<file path="src/gam_pkg.sv">
// package for the gpio alternate function mux: pin map, modes, carriers
// assumes one core clock and plain ports, no register bus
//
// Overview of operation
// - every pin may be plain software gpio instead of its alternate function
// - pins 0-3 alternate: two-way partition fundamental reset, low starts reset
// - pin 4: first alternate reserved, second drives port 0 link up, low
// - pin 5 first alternate drives the hot-plug general purpose event
// - pin 5 second alternate drives port 0 link active, active low
// - pin 8 alternate: active-low io expander interrupt input
// - pin 9 alternate: active-low slot 0 attention push button input
// - pin 10 alternate: active-low slot 0 presence detect input
// - pin 11 alternate: active-low slot 0 power fault input
// - pin 12 alternate: active-low slot 0 power good input
// - pin 13 alternate: active-low slot 0 retention latch input
// - pin 14 alternate: active-low slot 0 attention indicator output
// - four master straps form the eeprom bus address
// - slave bus answers an address with bits 5 and 3:1 from straps
// - frequency select level tells the reference clock rate
// - pin 15 alternate: active-low slot 0 power indicator output
package gam_pkg;
  localparam int GAM_NPINS = 16;
  // pin positions
  localparam int GAM_PIN_PART0 = 0;
  localparam int GAM_PIN_LINKUP = 4;
  localparam int GAM_PIN_EVENT = 5;
  localparam int GAM_PIN_IOEXP = 8;
  localparam int GAM_PIN_BUTTON = 9;
  localparam int GAM_PIN_PRESENCE = 10;
  localparam int GAM_PIN_PFAULT = 11;
  localparam int GAM_PIN_PGOOD = 12;
  localparam int GAM_PIN_LATCH = 13;
  localparam int GAM_PIN_ATTN = 14;
  localparam int GAM_PIN_PWRIND = 15;
  // slave address fixed bits (7-bit address, bits 6,4,0 not strapped)
  localparam logic [6:0] GAM_SLV_ADDR_BASE = 7'h00;
  localparam logic [6:0] GAM_EEPROM_ADDR_BASE = 7'h50;
  // reset values
  localparam logic [15:0] GAM_MODE_RST = 16'h0000;
  localparam logic [15:0] GAM_GPIO_OUT_RST = 16'hFFFF;
  localparam logic [15:0] GAM_GPIO_OE_RST = 16'h0000;
  localparam logic [15:0] GAM_GPIO_IN_RST = 16'hFFFF;
  localparam logic [3:0] GAM_PART_RESET_RST = 4'h0;
  localparam logic GAM_IRQ_N_RST = 1'h1;
  localparam logic [4:0] GAM_SLOT_IN_RST = 5'h1F;
  localparam logic GAM_REFCLK_SEL_RST = 1'h0;
  localparam logic GAM_STRAPS_VALID_RST = 1'h0;
  // pin function modes, one-hot
  typedef enum logic [2:0] {
    GAM_MODE_GPIO = 3'h1,
    GAM_MODE_ALT1 = 3'h2,
    GAM_MODE_ALT2 = 3'h4
  } gam_mode_t;
  // slot 0 inputs after the mux, all active low
  typedef struct packed {
    logic attn_button_n;
    logic presence_n;
    logic power_fault_n;
    logic power_good_n;
    logic retention_latch_n;
  } gam_slot_in_t;
  // slot 0 and status outputs from core logic
  typedef struct packed {
    logic attn_indicator_n;
    logic power_indicator_n;
    logic gp_event;
    logic link_up_n;
    logic link_active_n;
  } gam_core_out_t;
endpackage

</file>
<file path="src/gam_mux.sv">
// gpio alternate function mux for pins 0 to 15 and strap capture
// assumes synchronous inputs, one core clock, modes set by core logic
`timescale 1ns/1ps
module gam_mux (
  // clock and reset
  input wire logic ref_clk,
  input wire logic rst_n,
  input wire logic clk_en,
  // pin mode select: bit0 alt1, bit1 alt2 per pin, both low is gpio
  input wire logic [15:0] alt1_sel,
  input wire logic [15:0] alt2_sel,
  // software gpio side
  input wire logic [15:0] gpio_out,
  input wire logic [15:0] gpio_oe,
  output logic [15:0] gpio_in_reg,
  // core function side
  input wire logic [3:0] partition_reset_req,
  input wire gam_pkg::gam_core_out_t core_out,
  output logic [3:0] partition_fund_reset_reg,
  output logic io_expander_irq_n_reg,
  output gam_pkg::gam_slot_in_t slot0_in_reg,
  // pins
  input wire logic [15:0] pin_in,
  output logic [15:0] pin_out_reg,
  output logic [15:0] pin_oe_reg,
  // straps
  input wire logic [4:1] eeprom_bus_addr_strap,
  input wire logic [3:0] slave_bus_addr_strap,
  input wire logic refclk_freq_select,
  output logic [6:0] eeprom_addr_reg,
  output logic [6:0] slave_addr_reg,
  output logic refclk_sel_reg,
  output logic straps_valid_reg
);
  import gam_pkg::*;

  gam_mode_t mode [GAM_NPINS];
  logic [15:0] out_next;
  logic [15:0] oe_next;
  logic [15:0] alt_in;

  // decode two select bits into a mode; both set falls back to alt1
  function automatic gam_mode_t dec_mode(input logic a1, input logic a2);
    if (a1)
      return GAM_MODE_ALT1;
    else if (a2)
      return GAM_MODE_ALT2;
    return GAM_MODE_GPIO;
  endfunction

  always_comb begin
    for (int i = 0; i < GAM_NPINS; i++) begin
      mode[i] = dec_mode(alt1_sel[i], alt2_sel[i]);
    end
  end

  // output side: gpio default, alternates override per pin
  always_comb begin
    out_next = gpio_out;
    oe_next = gpio_oe;
    for (int p = 0; p < 4; p++) begin
      if (mode[GAM_PIN_PART0 + p] != GAM_MODE_GPIO) begin
        // open-drain style: drive low only on request, else listen
        out_next[GAM_PIN_PART0 + p] = 1'b0;
        oe_next[GAM_PIN_PART0 + p] = partition_reset_req[p];
      end
    end
    unique case (mode[GAM_PIN_LINKUP])
      GAM_MODE_GPIO: ;
      // reserved function: pin held undriven
      GAM_MODE_ALT1: oe_next[GAM_PIN_LINKUP] = 1'b0;
      GAM_MODE_ALT2: begin
        out_next[GAM_PIN_LINKUP] = core_out.link_up_n;
        oe_next[GAM_PIN_LINKUP] = 1'b1;
      end
    endcase
    unique case (mode[GAM_PIN_EVENT])
      GAM_MODE_GPIO: ;
      GAM_MODE_ALT1: begin
        out_next[GAM_PIN_EVENT] = core_out.gp_event;
        oe_next[GAM_PIN_EVENT] = 1'b1;
      end
      GAM_MODE_ALT2: begin
        out_next[GAM_PIN_EVENT] = core_out.link_active_n;
        oe_next[GAM_PIN_EVENT] = 1'b1;
      end
    endcase
    // input-only alternates never drive
    for (int q = GAM_PIN_IOEXP; q <= GAM_PIN_LATCH; q++) begin
      if (mode[q] != GAM_MODE_GPIO)
        oe_next[q] = 1'b0;
    end
    if (mode[GAM_PIN_ATTN] != GAM_MODE_GPIO) begin
      out_next[GAM_PIN_ATTN] = core_out.attn_indicator_n;
      oe_next[GAM_PIN_ATTN] = 1'b1;
    end
    if (mode[GAM_PIN_PWRIND] != GAM_MODE_GPIO) begin
      out_next[GAM_PIN_PWRIND] = core_out.power_indicator_n;
      oe_next[GAM_PIN_PWRIND] = 1'b1;
    end
  end

  // alternate input view: gpio mode shows inactive high
  always_comb begin
    for (int k = 0; k < GAM_NPINS; k++) begin
      alt_in[k] = (mode[k] == GAM_MODE_GPIO) ? 1'b1 : pin_in[k];
    end
  end

  // pin drivers
  always_ff @(posedge ref_clk or negedge rst_n) begin
    if (!rst_n) begin
      pin_out_reg <= GAM_GPIO_OUT_RST;
      pin_oe_reg <= GAM_GPIO_OE_RST;
    end else if (clk_en) begin
      pin_out_reg <= out_next;
      pin_oe_reg <= oe_next;
    end
  end

  // gpio readback sees the pin level whatever the mode
  always_ff @(posedge ref_clk or negedge rst_n) begin
    if (!rst_n)
      gpio_in_reg <= GAM_GPIO_IN_RST;
    else if (clk_en)
      gpio_in_reg <= pin_in;
  end

  // alternate inputs toward the core
  always_ff @(posedge ref_clk or negedge rst_n) begin
    if (!rst_n) begin
      partition_fund_reset_reg <= GAM_PART_RESET_RST;
      io_expander_irq_n_reg <= GAM_IRQ_N_RST;
      slot0_in_reg <= gam_slot_in_t'(GAM_SLOT_IN_RST);
    end else if (clk_en) begin
      // a low pin, from us or another partition owner, resets partition
      for (int r = 0; r < 4; r++) begin
        partition_fund_reset_reg[r] <= ~alt_in[GAM_PIN_PART0 + r];
      end
      io_expander_irq_n_reg <= alt_in[GAM_PIN_IOEXP];
      slot0_in_reg.attn_button_n <= alt_in[GAM_PIN_BUTTON];
      slot0_in_reg.presence_n <= alt_in[GAM_PIN_PRESENCE];
      slot0_in_reg.power_fault_n <= alt_in[GAM_PIN_PFAULT];
      slot0_in_reg.power_good_n <= alt_in[GAM_PIN_PGOOD];
      slot0_in_reg.retention_latch_n <= alt_in[GAM_PIN_LATCH];
    end
  end

  // straps caught once, on the first enabled edge after reset release;
  // later strap motion is ignored so addresses cannot shift mid-traffic
  always_ff @(posedge ref_clk or negedge rst_n) begin
    if (!rst_n) begin
      eeprom_addr_reg <= GAM_EEPROM_ADDR_BASE;
      slave_addr_reg <= GAM_SLV_ADDR_BASE;
      refclk_sel_reg <= GAM_REFCLK_SEL_RST;
      straps_valid_reg <= GAM_STRAPS_VALID_RST;
    end else if (clk_en && !straps_valid_reg) begin
      eeprom_addr_reg <= {GAM_EEPROM_ADDR_BASE[6:5],
                          eeprom_bus_addr_strap, 1'b0};
      slave_addr_reg <= {GAM_SLV_ADDR_BASE[6], slave_bus_addr_strap[3],
                         GAM_SLV_ADDR_BASE[4], slave_bus_addr_strap[2:0],
                         GAM_SLV_ADDR_BASE[0]};
      refclk_sel_reg <= refclk_freq_select;
      straps_valid_reg <= 1'b1;
    end
  end

  // checks on the plain gpio path
  gpio_mode_pass_a: assert property (
    @(posedge ref_clk) disable iff (!rst_n)
    clk_en && mode[7] == GAM_MODE_GPIO |=> pin_oe_reg[7] == $past(gpio_oe[7]))
    else $error("gpio oe not passed");

  gpio_read_a: assert property (
    @(posedge ref_clk) disable iff (!rst_n)
    clk_en |=> gpio_in_reg == $past(pin_in))
    else $error("gpio readback not taken");

  // a low enable must hold every pin register where it stands
  clk_freeze_a: assert property (
    @(posedge ref_clk) disable iff (!rst_n)
    !clk_en |=> $stable(pin_out_reg) && $stable(pin_oe_reg)
      && $stable(gpio_in_reg) && $stable(slot0_in_reg))
    else $error("state moved while clock enable low");

  // partition pins: drive low on request only, report any low level
  part_drive_a: assert property (
    @(posedge ref_clk) disable iff (!rst_n)
    clk_en && alt1_sel[0] && partition_reset_req[0]
    |=> pin_oe_reg[0] && !pin_out_reg[0])
    else $error("partition reset not driven");

  part_release_a: assert property (
    @(posedge ref_clk) disable iff (!rst_n)
    clk_en && alt1_sel[0] && !partition_reset_req[0] |=> !pin_oe_reg[0])
    else $error("partition pin held without request");

  part_report_a: assert property (
    @(posedge ref_clk) disable iff (!rst_n)
    clk_en && alt1_sel[3]
    |=> partition_fund_reset_reg[3] == !$past(pin_in[3]))
    else $error("partition reset level not reported");

  // status outputs on pins 4 and 5
  reserved_off_a: assert property (
    @(posedge ref_clk) disable iff (!rst_n)
    clk_en && alt1_sel[GAM_PIN_LINKUP] |=> !pin_oe_reg[GAM_PIN_LINKUP])
    else $error("reserved function drives pin");

  link_up_a: assert property (
    @(posedge ref_clk) disable iff (!rst_n)
    clk_en && !alt1_sel[4] && alt2_sel[4]
    |=> pin_out_reg[4] == $past(core_out.link_up_n))
    else $error("link up not routed");

  event_out_a: assert property (
    @(posedge ref_clk) disable iff (!rst_n)
    clk_en && alt1_sel[5] |=> pin_out_reg[5] == $past(core_out.gp_event))
    else $error("gp event not routed");

  active_out_a: assert property (
    @(posedge ref_clk) disable iff (!rst_n)
    clk_en && !alt1_sel[5] && alt2_sel[5]
    |=> pin_out_reg[5] == $past(core_out.link_active_n))
    else $error("link active not routed");

  // expander and slot inputs: pass the pin on, never drive it
  irq_in_a: assert property (
    @(posedge ref_clk) disable iff (!rst_n)
    clk_en && alt1_sel[8] |=> io_expander_irq_n_reg == $past(pin_in[8]))
    else $error("irq input not routed");

  irq_no_drive_a: assert property (
    @(posedge ref_clk) disable iff (!rst_n)
    clk_en && (alt1_sel[GAM_PIN_IOEXP] || alt2_sel[GAM_PIN_IOEXP])
    |=> !pin_oe_reg[GAM_PIN_IOEXP])
    else $error("irq input pin driven");

  button_in_a: assert property (
    @(posedge ref_clk) disable iff (!rst_n)
    clk_en && alt1_sel[GAM_PIN_BUTTON]
    |=> slot0_in_reg.attn_button_n == $past(pin_in[GAM_PIN_BUTTON]))
    else $error("attention button not routed");

  presence_in_a: assert property (
    @(posedge ref_clk) disable iff (!rst_n)
    clk_en && alt1_sel[GAM_PIN_PRESENCE]
    |=> slot0_in_reg.presence_n == $past(pin_in[GAM_PIN_PRESENCE]))
    else $error("presence detect not routed");

  fault_in_a: assert property (
    @(posedge ref_clk) disable iff (!rst_n)
    clk_en && alt1_sel[GAM_PIN_PFAULT]
    |=> slot0_in_reg.power_fault_n == $past(pin_in[GAM_PIN_PFAULT]))
    else $error("power fault not routed");

  power_good_a: assert property (
    @(posedge ref_clk) disable iff (!rst_n)
    clk_en && alt1_sel[GAM_PIN_PGOOD]
    |=> slot0_in_reg.power_good_n == $past(pin_in[GAM_PIN_PGOOD]))
    else $error("power good not routed");

  latch_in_a: assert property (
    @(posedge ref_clk) disable iff (!rst_n)
    clk_en && alt1_sel[GAM_PIN_LATCH]
    |=> slot0_in_reg.retention_latch_n == $past(pin_in[GAM_PIN_LATCH]))
    else $error("retention latch not routed");

  latch_no_drive_a: assert property (
    @(posedge ref_clk) disable iff (!rst_n)
    clk_en && (alt1_sel[GAM_PIN_LATCH] || alt2_sel[GAM_PIN_LATCH])
    |=> !pin_oe_reg[GAM_PIN_LATCH])
    else $error("retention latch pin driven");

  // slot indicator outputs
  attn_out_a: assert property (
    @(posedge ref_clk) disable iff (!rst_n)
    clk_en && alt1_sel[14]
    |=> pin_oe_reg[14] && pin_out_reg[14] == $past(core_out.attn_indicator_n))
    else $error("attention indicator not routed");

  power_ind_a: assert property (
    @(posedge ref_clk) disable iff (!rst_n)
    clk_en && alt1_sel[GAM_PIN_PWRIND]
    |=> pin_oe_reg[GAM_PIN_PWRIND]
      && pin_out_reg[GAM_PIN_PWRIND] == $past(core_out.power_indicator_n))
    else $error("power indicator not routed");

  // straps: fields taken at capture, then frozen until reset
  eeprom_strap_a: assert property (
    @(posedge ref_clk) disable iff (!rst_n)
    clk_en && !straps_valid_reg
    |=> straps_valid_reg
      && eeprom_addr_reg[4:1] == $past(eeprom_bus_addr_strap))
    else $error("eeprom address strap not taken");

  slave_strap_a: assert property (
    @(posedge ref_clk) disable iff (!rst_n)
    clk_en && !straps_valid_reg
    |=> slave_addr_reg[5] == $past(slave_bus_addr_strap[3])
      && slave_addr_reg[3:1] == $past(slave_bus_addr_strap[2:0]))
    else $error("slave address strap not taken");

  freq_strap_a: assert property (
    @(posedge ref_clk) disable iff (!rst_n)
    clk_en && !straps_valid_reg
    |=> refclk_sel_reg == $past(refclk_freq_select))
    else $error("frequency select not taken");

  strap_hold_a: assert property (
    @(posedge ref_clk) disable iff (!rst_n)
    straps_valid_reg |=> $stable(slave_addr_reg) && $stable(eeprom_addr_reg))
    else $error("strap address moved");

  // gpio mode keeps every alternate input at its quiet level
  gpio_inactive_a: assert property (
    @(posedge ref_clk) disable iff (!rst_n)
    clk_en && !alt1_sel[10] && !alt2_sel[10] |=> slot0_in_reg.presence_n)
    else $error("gpio pin leaks to presence");

  gpio_quiet_irq_a: assert property (
    @(posedge ref_clk) disable iff (!rst_n)
    clk_en && !alt1_sel[GAM_PIN_IOEXP] && !alt2_sel[GAM_PIN_IOEXP]
    |=> io_expander_irq_n_reg)
    else $error("gpio pin leaks to expander irq");

  gpio_quiet_part_a: assert property (
    @(posedge ref_clk) disable iff (!rst_n)
    clk_en && !alt1_sel[0] && !alt2_sel[0] |=> !partition_fund_reset_reg[0])
    else $error("gpio pin leaks to partition reset");
endmodule

</file>
<file path="config.mk">
export PLATFORM = sky130hd
export DESIGN_NAME = gam_mux
export DESIGN_NICKNAME = d
export VERILOG_FILES = /design/src/gam_pkg.sv /design/src/gam_mux.sv
export SDC_FILE = /design/constraint.sdc
export NUM_CORES = 1
export LEC_CHECK = 0
export BUFFER_PORTS_ARGS = -buffer_cell sky130_fd_sc_hd__clkbuf_2
export CAP_MARGIN = 5
export CORE_ASPECT_RATIO = 0.7
export CORE_MARGIN = 4
export CORE_UTILIZATION = 30
export DETAILED_ROUTE_END_ITERATION = 8
export HOLD_SLACK_MARGIN = 0.05
export PLACE_DENSITY = 0.63
export SYNTH_ARGS = -nofsm -noshare
export SYNTH_HDL_FRONTEND = slang
export SYNTH_SLANG_ARGS = --single-unit
</file>
<file path="constraint.sdc">
create_clock -name ref_clk -period 1.32 [get_ports ref_clk]
set_input_delay 0.264 -clock ref_clk [delete_from_list [all_inputs] [get_ports ref_clk]]
set_output_delay 0.264 -clock ref_clk [all_outputs]
set_load 0.02 [all_outputs]
</file>
* After elaboration in Yosys (flattened, before gate mapping)
Cells that the tools add are included.
Storage, ports and cells: register bits 68, output and inout port bits 74, logic and storage cells 149
Cells by class: eq/ne operators 26, multiplexer cells 102, bitwise operators 4, reduce and logical (&&, ||, !) cells 3
Operator list (number):
- two-way mux 3 bit | 42
- two-way mux 1 bit | 58
- inequality test 3 x 1 -> 1 bit, second input constant | 12
- equality test 3 x 1 -> 1 bit, second input constant | 10
- equality test 3 x 2 -> 1 bit, second input constant | 2
- equality test 3 bit, second input constant | 2
- inverter 1 bit | 4
- one-hot mux 1 bit (2 select lines) | 2
- OR reduction 2 bit | 1
- logical AND 1 bit | 1
- logical NOT 1 bit | 1

* Logic depth before layout (Yosys ltp)
Gate-level depths: netlist of the first run.
word-level depth 6, depth in mapped cells 4, depth with buffers taken out 2

* Worst setup path before layout of the first run
OpenSTA, ideal clock, no wires.
path type flip-flop to flip-flop, start register straps_valid_reg, end register eeprom_addr_reg[1], setup time 0.125 ns, data arrival time 1.108 ns, data required time 1.195 ns, path slack 0.087 ns, stages on the path, launching flop included 4, buffers on the path 1, path through dfrtp_1 and2b_1 buf_6 mux2_4
Between the ends: word-level cells in the longest chain between the ends 2
RTL lines:
- start: declaration | line gam_mux.sv:33 | output logic straps_valid_reg
- start signal: assignment | line gam_mux.sv:156 | straps_valid_reg <= GAM_STRAPS_VALID_RST;
- start signal: assignment | line gam_mux.sv:164 | straps_valid_reg <= 1'b1;
- logical NOT 1 bit | line gam_mux.sv:157 | end else if (clk_en && !straps_valid_reg) begin
- logical AND 1 bit | line gam_mux.sv:157
- end signal: assignment | line gam_mux.sv:158 | eeprom_addr_reg <= {GAM_EEPROM_ADDR_BASE[6:5],
- end: declaration | line gam_mux.sv:30 | output logic [6:0] eeprom_addr_reg,
No other way between the ends. A chain may end at the register's enable or synchronous reset.

* Worst setup path in the final report of the first run
start register pin_out_reg[14], end output pin_out_reg[14]
RTL lines:
- start: declaration | line gam_mux.sv:24 | output logic [15:0] pin_out_reg,
- start signal: assignment | line gam_mux.sv:116 | pin_out_reg <= out_next;
No word-level cell between the ends.

==> impl_metrics.tcl, run 1 <==
set metrics [dict create \
    drc 0 \
    wl_mm 7.29 \
    setup_tns_ns 0 \
    min_to "pin_oe_reg[8]" \
    powerDensity_nw_per_um2 1320 \
    clk_pin_slew_ns 0.05 \
    hold_depth 2 \
    grt_use_total_pct 12.3 \
    synth_edf_count 0 \
    cap_violations 0 \
    hold_viol_final 0 \
    area_delta_synth_final_pct 39.8 \
    pwr-share-seq_pct 43.3 \
    grt_pass1_vias 2421 \
    postCtsSetupBuffers 0 \
    synth_top_area_share_pct 33.2 \
    synth-async-reset-ratio_pct 100 \
    drtIter0Drc 31 \
    core_um2 9870 \
    required_ns 1.06 \
    routed_via_density 4.35 \
    fp.dieArea_um2 12000 \
    rr_endpoint "slave_addr_reg[2]" \
    routedWlPerCell_um 13.7 \
    outcome "finished clean" \
    htree_levels 3 \
    skew_ns 0.00170 \
    p_int_w 0.00417 \
    endpoint_kind "primary output" \
    cts_tree "built" \
    start_kind "flip-flop" \
    cp_top_family "flip-flops" \
    portBuffers 164 \
    dr.pass1.iters 4 \
    final_area_um2 4320 \
    max-vdd-ir-drop_v 0.000665 \
    final_common_cell "clkbuf_2" \
    netlist_area_um2 3090 \
    synth_area_leaders "dfstp_2 33%, dfrtp_1 24%, mux2_4 14%" \
    ys_seq_area_share_pct 56.7 \
    synth-main-ff-cell "dfstp_2" \
    hold_class "primary input to flip-flop" \
    slowest_delay_ns 0.53 \
    place_area_um2 4020 \
    p_sw_w 0.00154 \
    p_clk_share_pct 37.7 \
    swShare_pct 27.0 \
    synthCells 230 \
    via_count 2309 \
    arrival_ns 1.02 \
    finalNetCount 499 \
    ant_nets 0 \
    crit_type "flip-flop to primary output" \
    hp-start "alt1_sel[8]" \
    setup_viol 0 \
    min_period_over_period_pct 97.2 \
    final_cell_mix "150 x clkbuf_2, 39 x dfstp_2, 29 x mux2_4, 29 x dfrtp_1, 19 x nor2_1" \
    ys_warn_count 0 \
    grt_setup_unrepaired "no" \
    grt_pass1_wl_mm 11.6 \
    crit_path_max_fanout 2 \
    cp_cell_sequence "clkbuf_2" \
    cp_slowest_cell "dfstp_2" \
    min_period_ns 1.28 \
    clock-sinks 68 \
    worst-path-buf-inv 1 \
    cts_buffers 9 \
    antenna_found_initial 0 \
    root_buffer "clkbuf_16" \
    gp_congestion 0.739 \
    clockBufferDepth 2 \
    fp-row-count 30 \
    fp.dieW_um 129 \
    fmax_ghz 0.779 \
    worstReg2RegStart "straps_valid_reg" \
    insertion_delay_ns 0.32 \
    drv_slew 0 \
    reg2reg_depth 3 \
    avgSynthCellArea_um2 13.4 \
    power_leakage_nw 2.12 \
    n_antenna_cell 0 \
    comb_power_share_pct 19.0 \
    grt_overflow 0 \
    die_h_um 92.9 \
    grt_max_degree 73 \
    yosys_register_bits 68 \
    drive_above_1_share_pct 68.2 \
    post-synth-top-area-cell "dfstp_2" \
    hpwl_mm 5.56 \
    synth.distinct_cells 29 \
    pin_count 175 \
    start_util_pct 31.3 \
    fill_cells 930 \
    ff2ff_setup_slack_ns 0.14 \
]
-- stage by stage --
step                hold WS (ns)  utilization (%)  cells  setup slack (ns)  power, W
floorplan                -0.0316                -    234            0.0873   0.00314
global placement           0.251             40.7    514             0.163   0.00357
detailed placement         0.254             40.7    514             0.137   0.00359
CTS                        0.141             43.5    531           0.00250   0.00581
global route               0.149             43.7    531           0.00147   0.00602
finish                     0.156             43.7    531            0.0367   0.00571
-- power groups by stage --
stage	clock, W	combinational [W]	sequential (W)
after floorplan	0	0.000391	0.00275
after global placement	0	0.00107	0.00250
after detailed placement	0	0.00109	0.00250
after CTS	0.00224	0.00109	0.00248
after global routing	0.00233	0.00118	0.00250
final	0.00215	0.00109	0.00247
-- layer usage --
layer  wire [um]  part of all wire (%)  up-vias  track usage [%]
met4         120                   1.6        0             4.28
met2        3230                    44      103             18.2
met3         783                    11       13             5.88
met1        3150                    43     1069             15.7
li1            -                     -     1124                -
met5           0                     0        -                0
-- kinds of logic (layout without fill, tap and decap cells) --
logic type	count (synthesis)	count (layout)	synth area share, %
flops	68	68	56.7
simple gates	51	51	8.67
compound gates	44	44	11.4
mux	37	37	16.9
buf+inv	28	197	6.04
other cells	2	6	0.243
-- final cells by class --
cell class                      instances  area [um^2]  area share [%]
Clock buffer                           11          243            5.62
Clock inverter                          5         27.5           0.638
Inverter                               11         41.3           0.957
Multi-Input combinational cell        138         1170            27.0
Sequential cell                        68         1750            40.6
Tap cell                              128          160            3.71
Timing Repair Buffer                  170          928            21.5
-- worst max path at each step --
stage / slack [ns] / end / cells after the start / startpoint
finish: 0.04 / pin_out_reg[14] / 1 / pin_out_reg[14]
detailed placement: 0.14 / pin_oe_reg[11] / 4 / clk_en
global placement: 0.16 / eeprom_addr_reg[2] / 3 / straps_valid_reg
floorplan: 0.09 / eeprom_addr_reg[1] / 3 / straps_valid_reg
CTS: 0.003 / pin_out_reg[5] / 1 / pin_out_reg[5]
global route: 0.001 / gpio_in_reg[11] / 1 / gpio_in_reg[11]
-- what timing repair did --
action	CTS	global route
endpoints found under the hold margin	29	0
gates resized for setup	0	20
hold buffers	1	0
setup endpoints to repair	0	12
-- synth_stat cells (all sizes together) (2+ instances only) --
master	n
inv	11
o21ba	6
a31o	4
a31oi	6
dfstp	39
nand2b	7
buf	17
nand2	7
a21oi	9
dfrtp	29
o21ai	6
o32ai	6
o211ai	2
nor2b	5
o22ai	4
nor3	3
or3b	6
mux2	35
conb	2
nor2	19
mux2i	2
Power figures use the tool's default switching activity.
==> run 2: changes to the inputs <==
==> constraint.sdc (replaced) <==
create_clock -name ref_clk -period 1.3 [get_ports ref_clk]
set_input_delay 0.26 -clock ref_clk [delete_from_list [all_inputs] [get_ports ref_clk]]
set_output_delay 0.26 -clock ref_clk [all_outputs]
set_load 0.02 [all_outputs]
==> run 2 against run 1 <==
Effect of this change: clock power grew 33%; count of clock-buffer cells in the layout stayed put; setup slack about the same; highest routed layer unchanged; via count is 0.22% higher; die area is the same; design area grew 4.9%; core utilization grew 2.2 points; combinational power up 8%; hold slack worse by 0.0011 ns; total power is 15% higher; non-clock buffer count stayed put.
==> impl_metrics.tcl, run 2 (synthesis gave the netlist of run 1 again) <==
set metrics [dict create \
    wl_mm 7.38 \
    ff2ff_setup_slack_ns 0.12 \
    setup_viol 0 \
    cp_cell_sequence "buf_2" \
    gp_congestion 0.737 \
    grt_setup_unrepaired "no" \
    root_buffer "clkbuf_16" \
    fp.dieW_um 129 \
    min_period_ns 1.26 \
    grt_pass1_vias 2403 \
    via_count 2314 \
    clockBufferDepth 2 \
    min_period_over_period_pct 97.2 \
    dpl.cell_count 514 \
    outcome "finished clean" \
    routedWlPerCell_um 13.9 \
    portBuffers 164 \
    skew_ns 0.00266 \
    n_antenna_cell 0 \
    pin_count 175 \
    htree_levels 3 \
    drv_slew 0 \
    grt_max_degree 49 \
    cp_top_family "flip-flops" \
    hpwl_mm 5.62 \
    grt_pass1_wl_mm 12.0 \
    rr_endpoint "slave_addr_reg[5]" \
    setup_tns_ns 0 \
    grt_use_total_pct 12.6 \
    crit_path_max_fanout 2 \
    start_util_pct 31.3 \
    max-vdd-ir-drop_v 0.000621 \
    finalNetCount 499 \
    fp.dieArea_um2 12000 \
    reg2reg_depth 3 \
    die_h_um 92.9 \
    ant_nets 0 \
    required_ns 1.04 \
    powerDensity_nw_per_um2 1450 \
    fin_ws_ns 0.0367 \
    worstReg2RegStart "straps_valid_reg" \
    worst-path-buf-inv 1 \
    cts_tree "built" \
    endpoint_kind "primary output" \
    hold_class "primary input to flip-flop" \
    power_leakage_nw 2.20 \
    antenna_found_initial 0 \
    final_common_cell "clkbuf_2" \
    clock-sinks 68 \
    grt_overflow 0 \
    crit_type "flip-flop to primary output" \
    fin_cells 531 \
    power.total_w 0.00657 \
    hold_viol_final 0 \
    slowest_delay_ns 0.53 \
    dr.pass1.iters 4 \
    fmax_ghz 0.792 \
    final_cell_mix "123 x clkbuf_2, 39 x dfstp_2, 32 x buf_4" \
    clk_pin_slew_ns 0.05 \
    min_to "pin_oe_reg[10]" \
    insertion_delay_ns 0.32 \
    hold_depth 2 \
    start_kind "flip-flop" \
    core_um2 9870 \
    postCtsSetupBuffers 0 \
    hp-start "alt2_sel[10]" \
    cap_violations 0 \
    cp_slowest_cell "dfstp_2" \
    arrival_ns 1.00 \
    area_delta_synth_final_pct 46.7 \
    drtIter0Drc 53 \
    place_ws_ns 0.134 \
    drive_above_1_share_pct 68.5 \
    drc 0 \
    routed_via_density 4.36 \
    cts_buffers 9 \
    fp-row-count 30 \
]
[run 2: how the worst max path moves through the flow]
stage / end / start / slack [ns] / depth (start not counted)
floorplan: eeprom_addr_reg[1] / straps_valid_reg / 0.07 / 3
CTS: eeprom_addr_reg[4] / eeprom_addr_reg[4] / 0.0001 / 1
global route: pin_out_reg[13] / pin_out_reg[13] / 0.001 / 1
finish: gpio_in_reg[6] / gpio_in_reg[6] / 0.04 / 1
detailed placement: slave_addr_reg[3] / straps_valid_reg / 0.13 / 3
global placement: slave_addr_reg[1] / straps_valid_reg / 0.14 / 3
[run 2: stage by stage]
step / instance area (um^2) / hold WS (ns) / utilization (%)
detailed placement: 4030 / 0.261 / 40.8
CTS: 4460 / 0.137 / 45.1
finish: 4530 / 0.155 / 45.9
global placement: 4030 / 0.249 / 40.8
floorplan: 3100 / -0.0356 / -
global route: 4530 / 0.140 / 45.9
[run 2: metal layers]
metal / global-route usage [%] / part of all wire, % / vias to the layer above
li1: - / - / 1130
met1: 15.7 / 43 / 1075
met2: 19.4 / 46 / 101
met3: 5.99 / 10 / 8
met4: 3.85 / 1.1 / 0
met5: 0 / 0 / -
[run 2: what timing repair did]
action,in CTS,in global routing
gates cloned,0,0
hold endpoints to repair,29,0
hold buffers,1,0
gates resized for setup,16,65
endpoints found under the setup margin,11,39
[run 2: cell type report]
class	count	area, um^2
Multi-Input combinational cell	138	1170
Timing Repair Buffer	170	1050
Sequential cell	68	1750
Tap cell	128	160
Inverter	11	41.3
Fill cell	904	5340
Clock buffer	11	253
Clock inverter	5	106
[run 2: report_power, final]
| part | switching [W] | total (W) | internal, W | leakage [nW] |
|---|---|---|---|---|
| logic | 0.000603 | 0.00118 | 0.000579 | 1.27 |
| clock network | 0.000883 | 0.00287 | 0.00198 | 0.172 |
| registers | 0.000115 | 0.00252 | 0.00240 | 0.758 |
| total | 0.00160 | 0.00657 | 0.00497 | 2.20 |
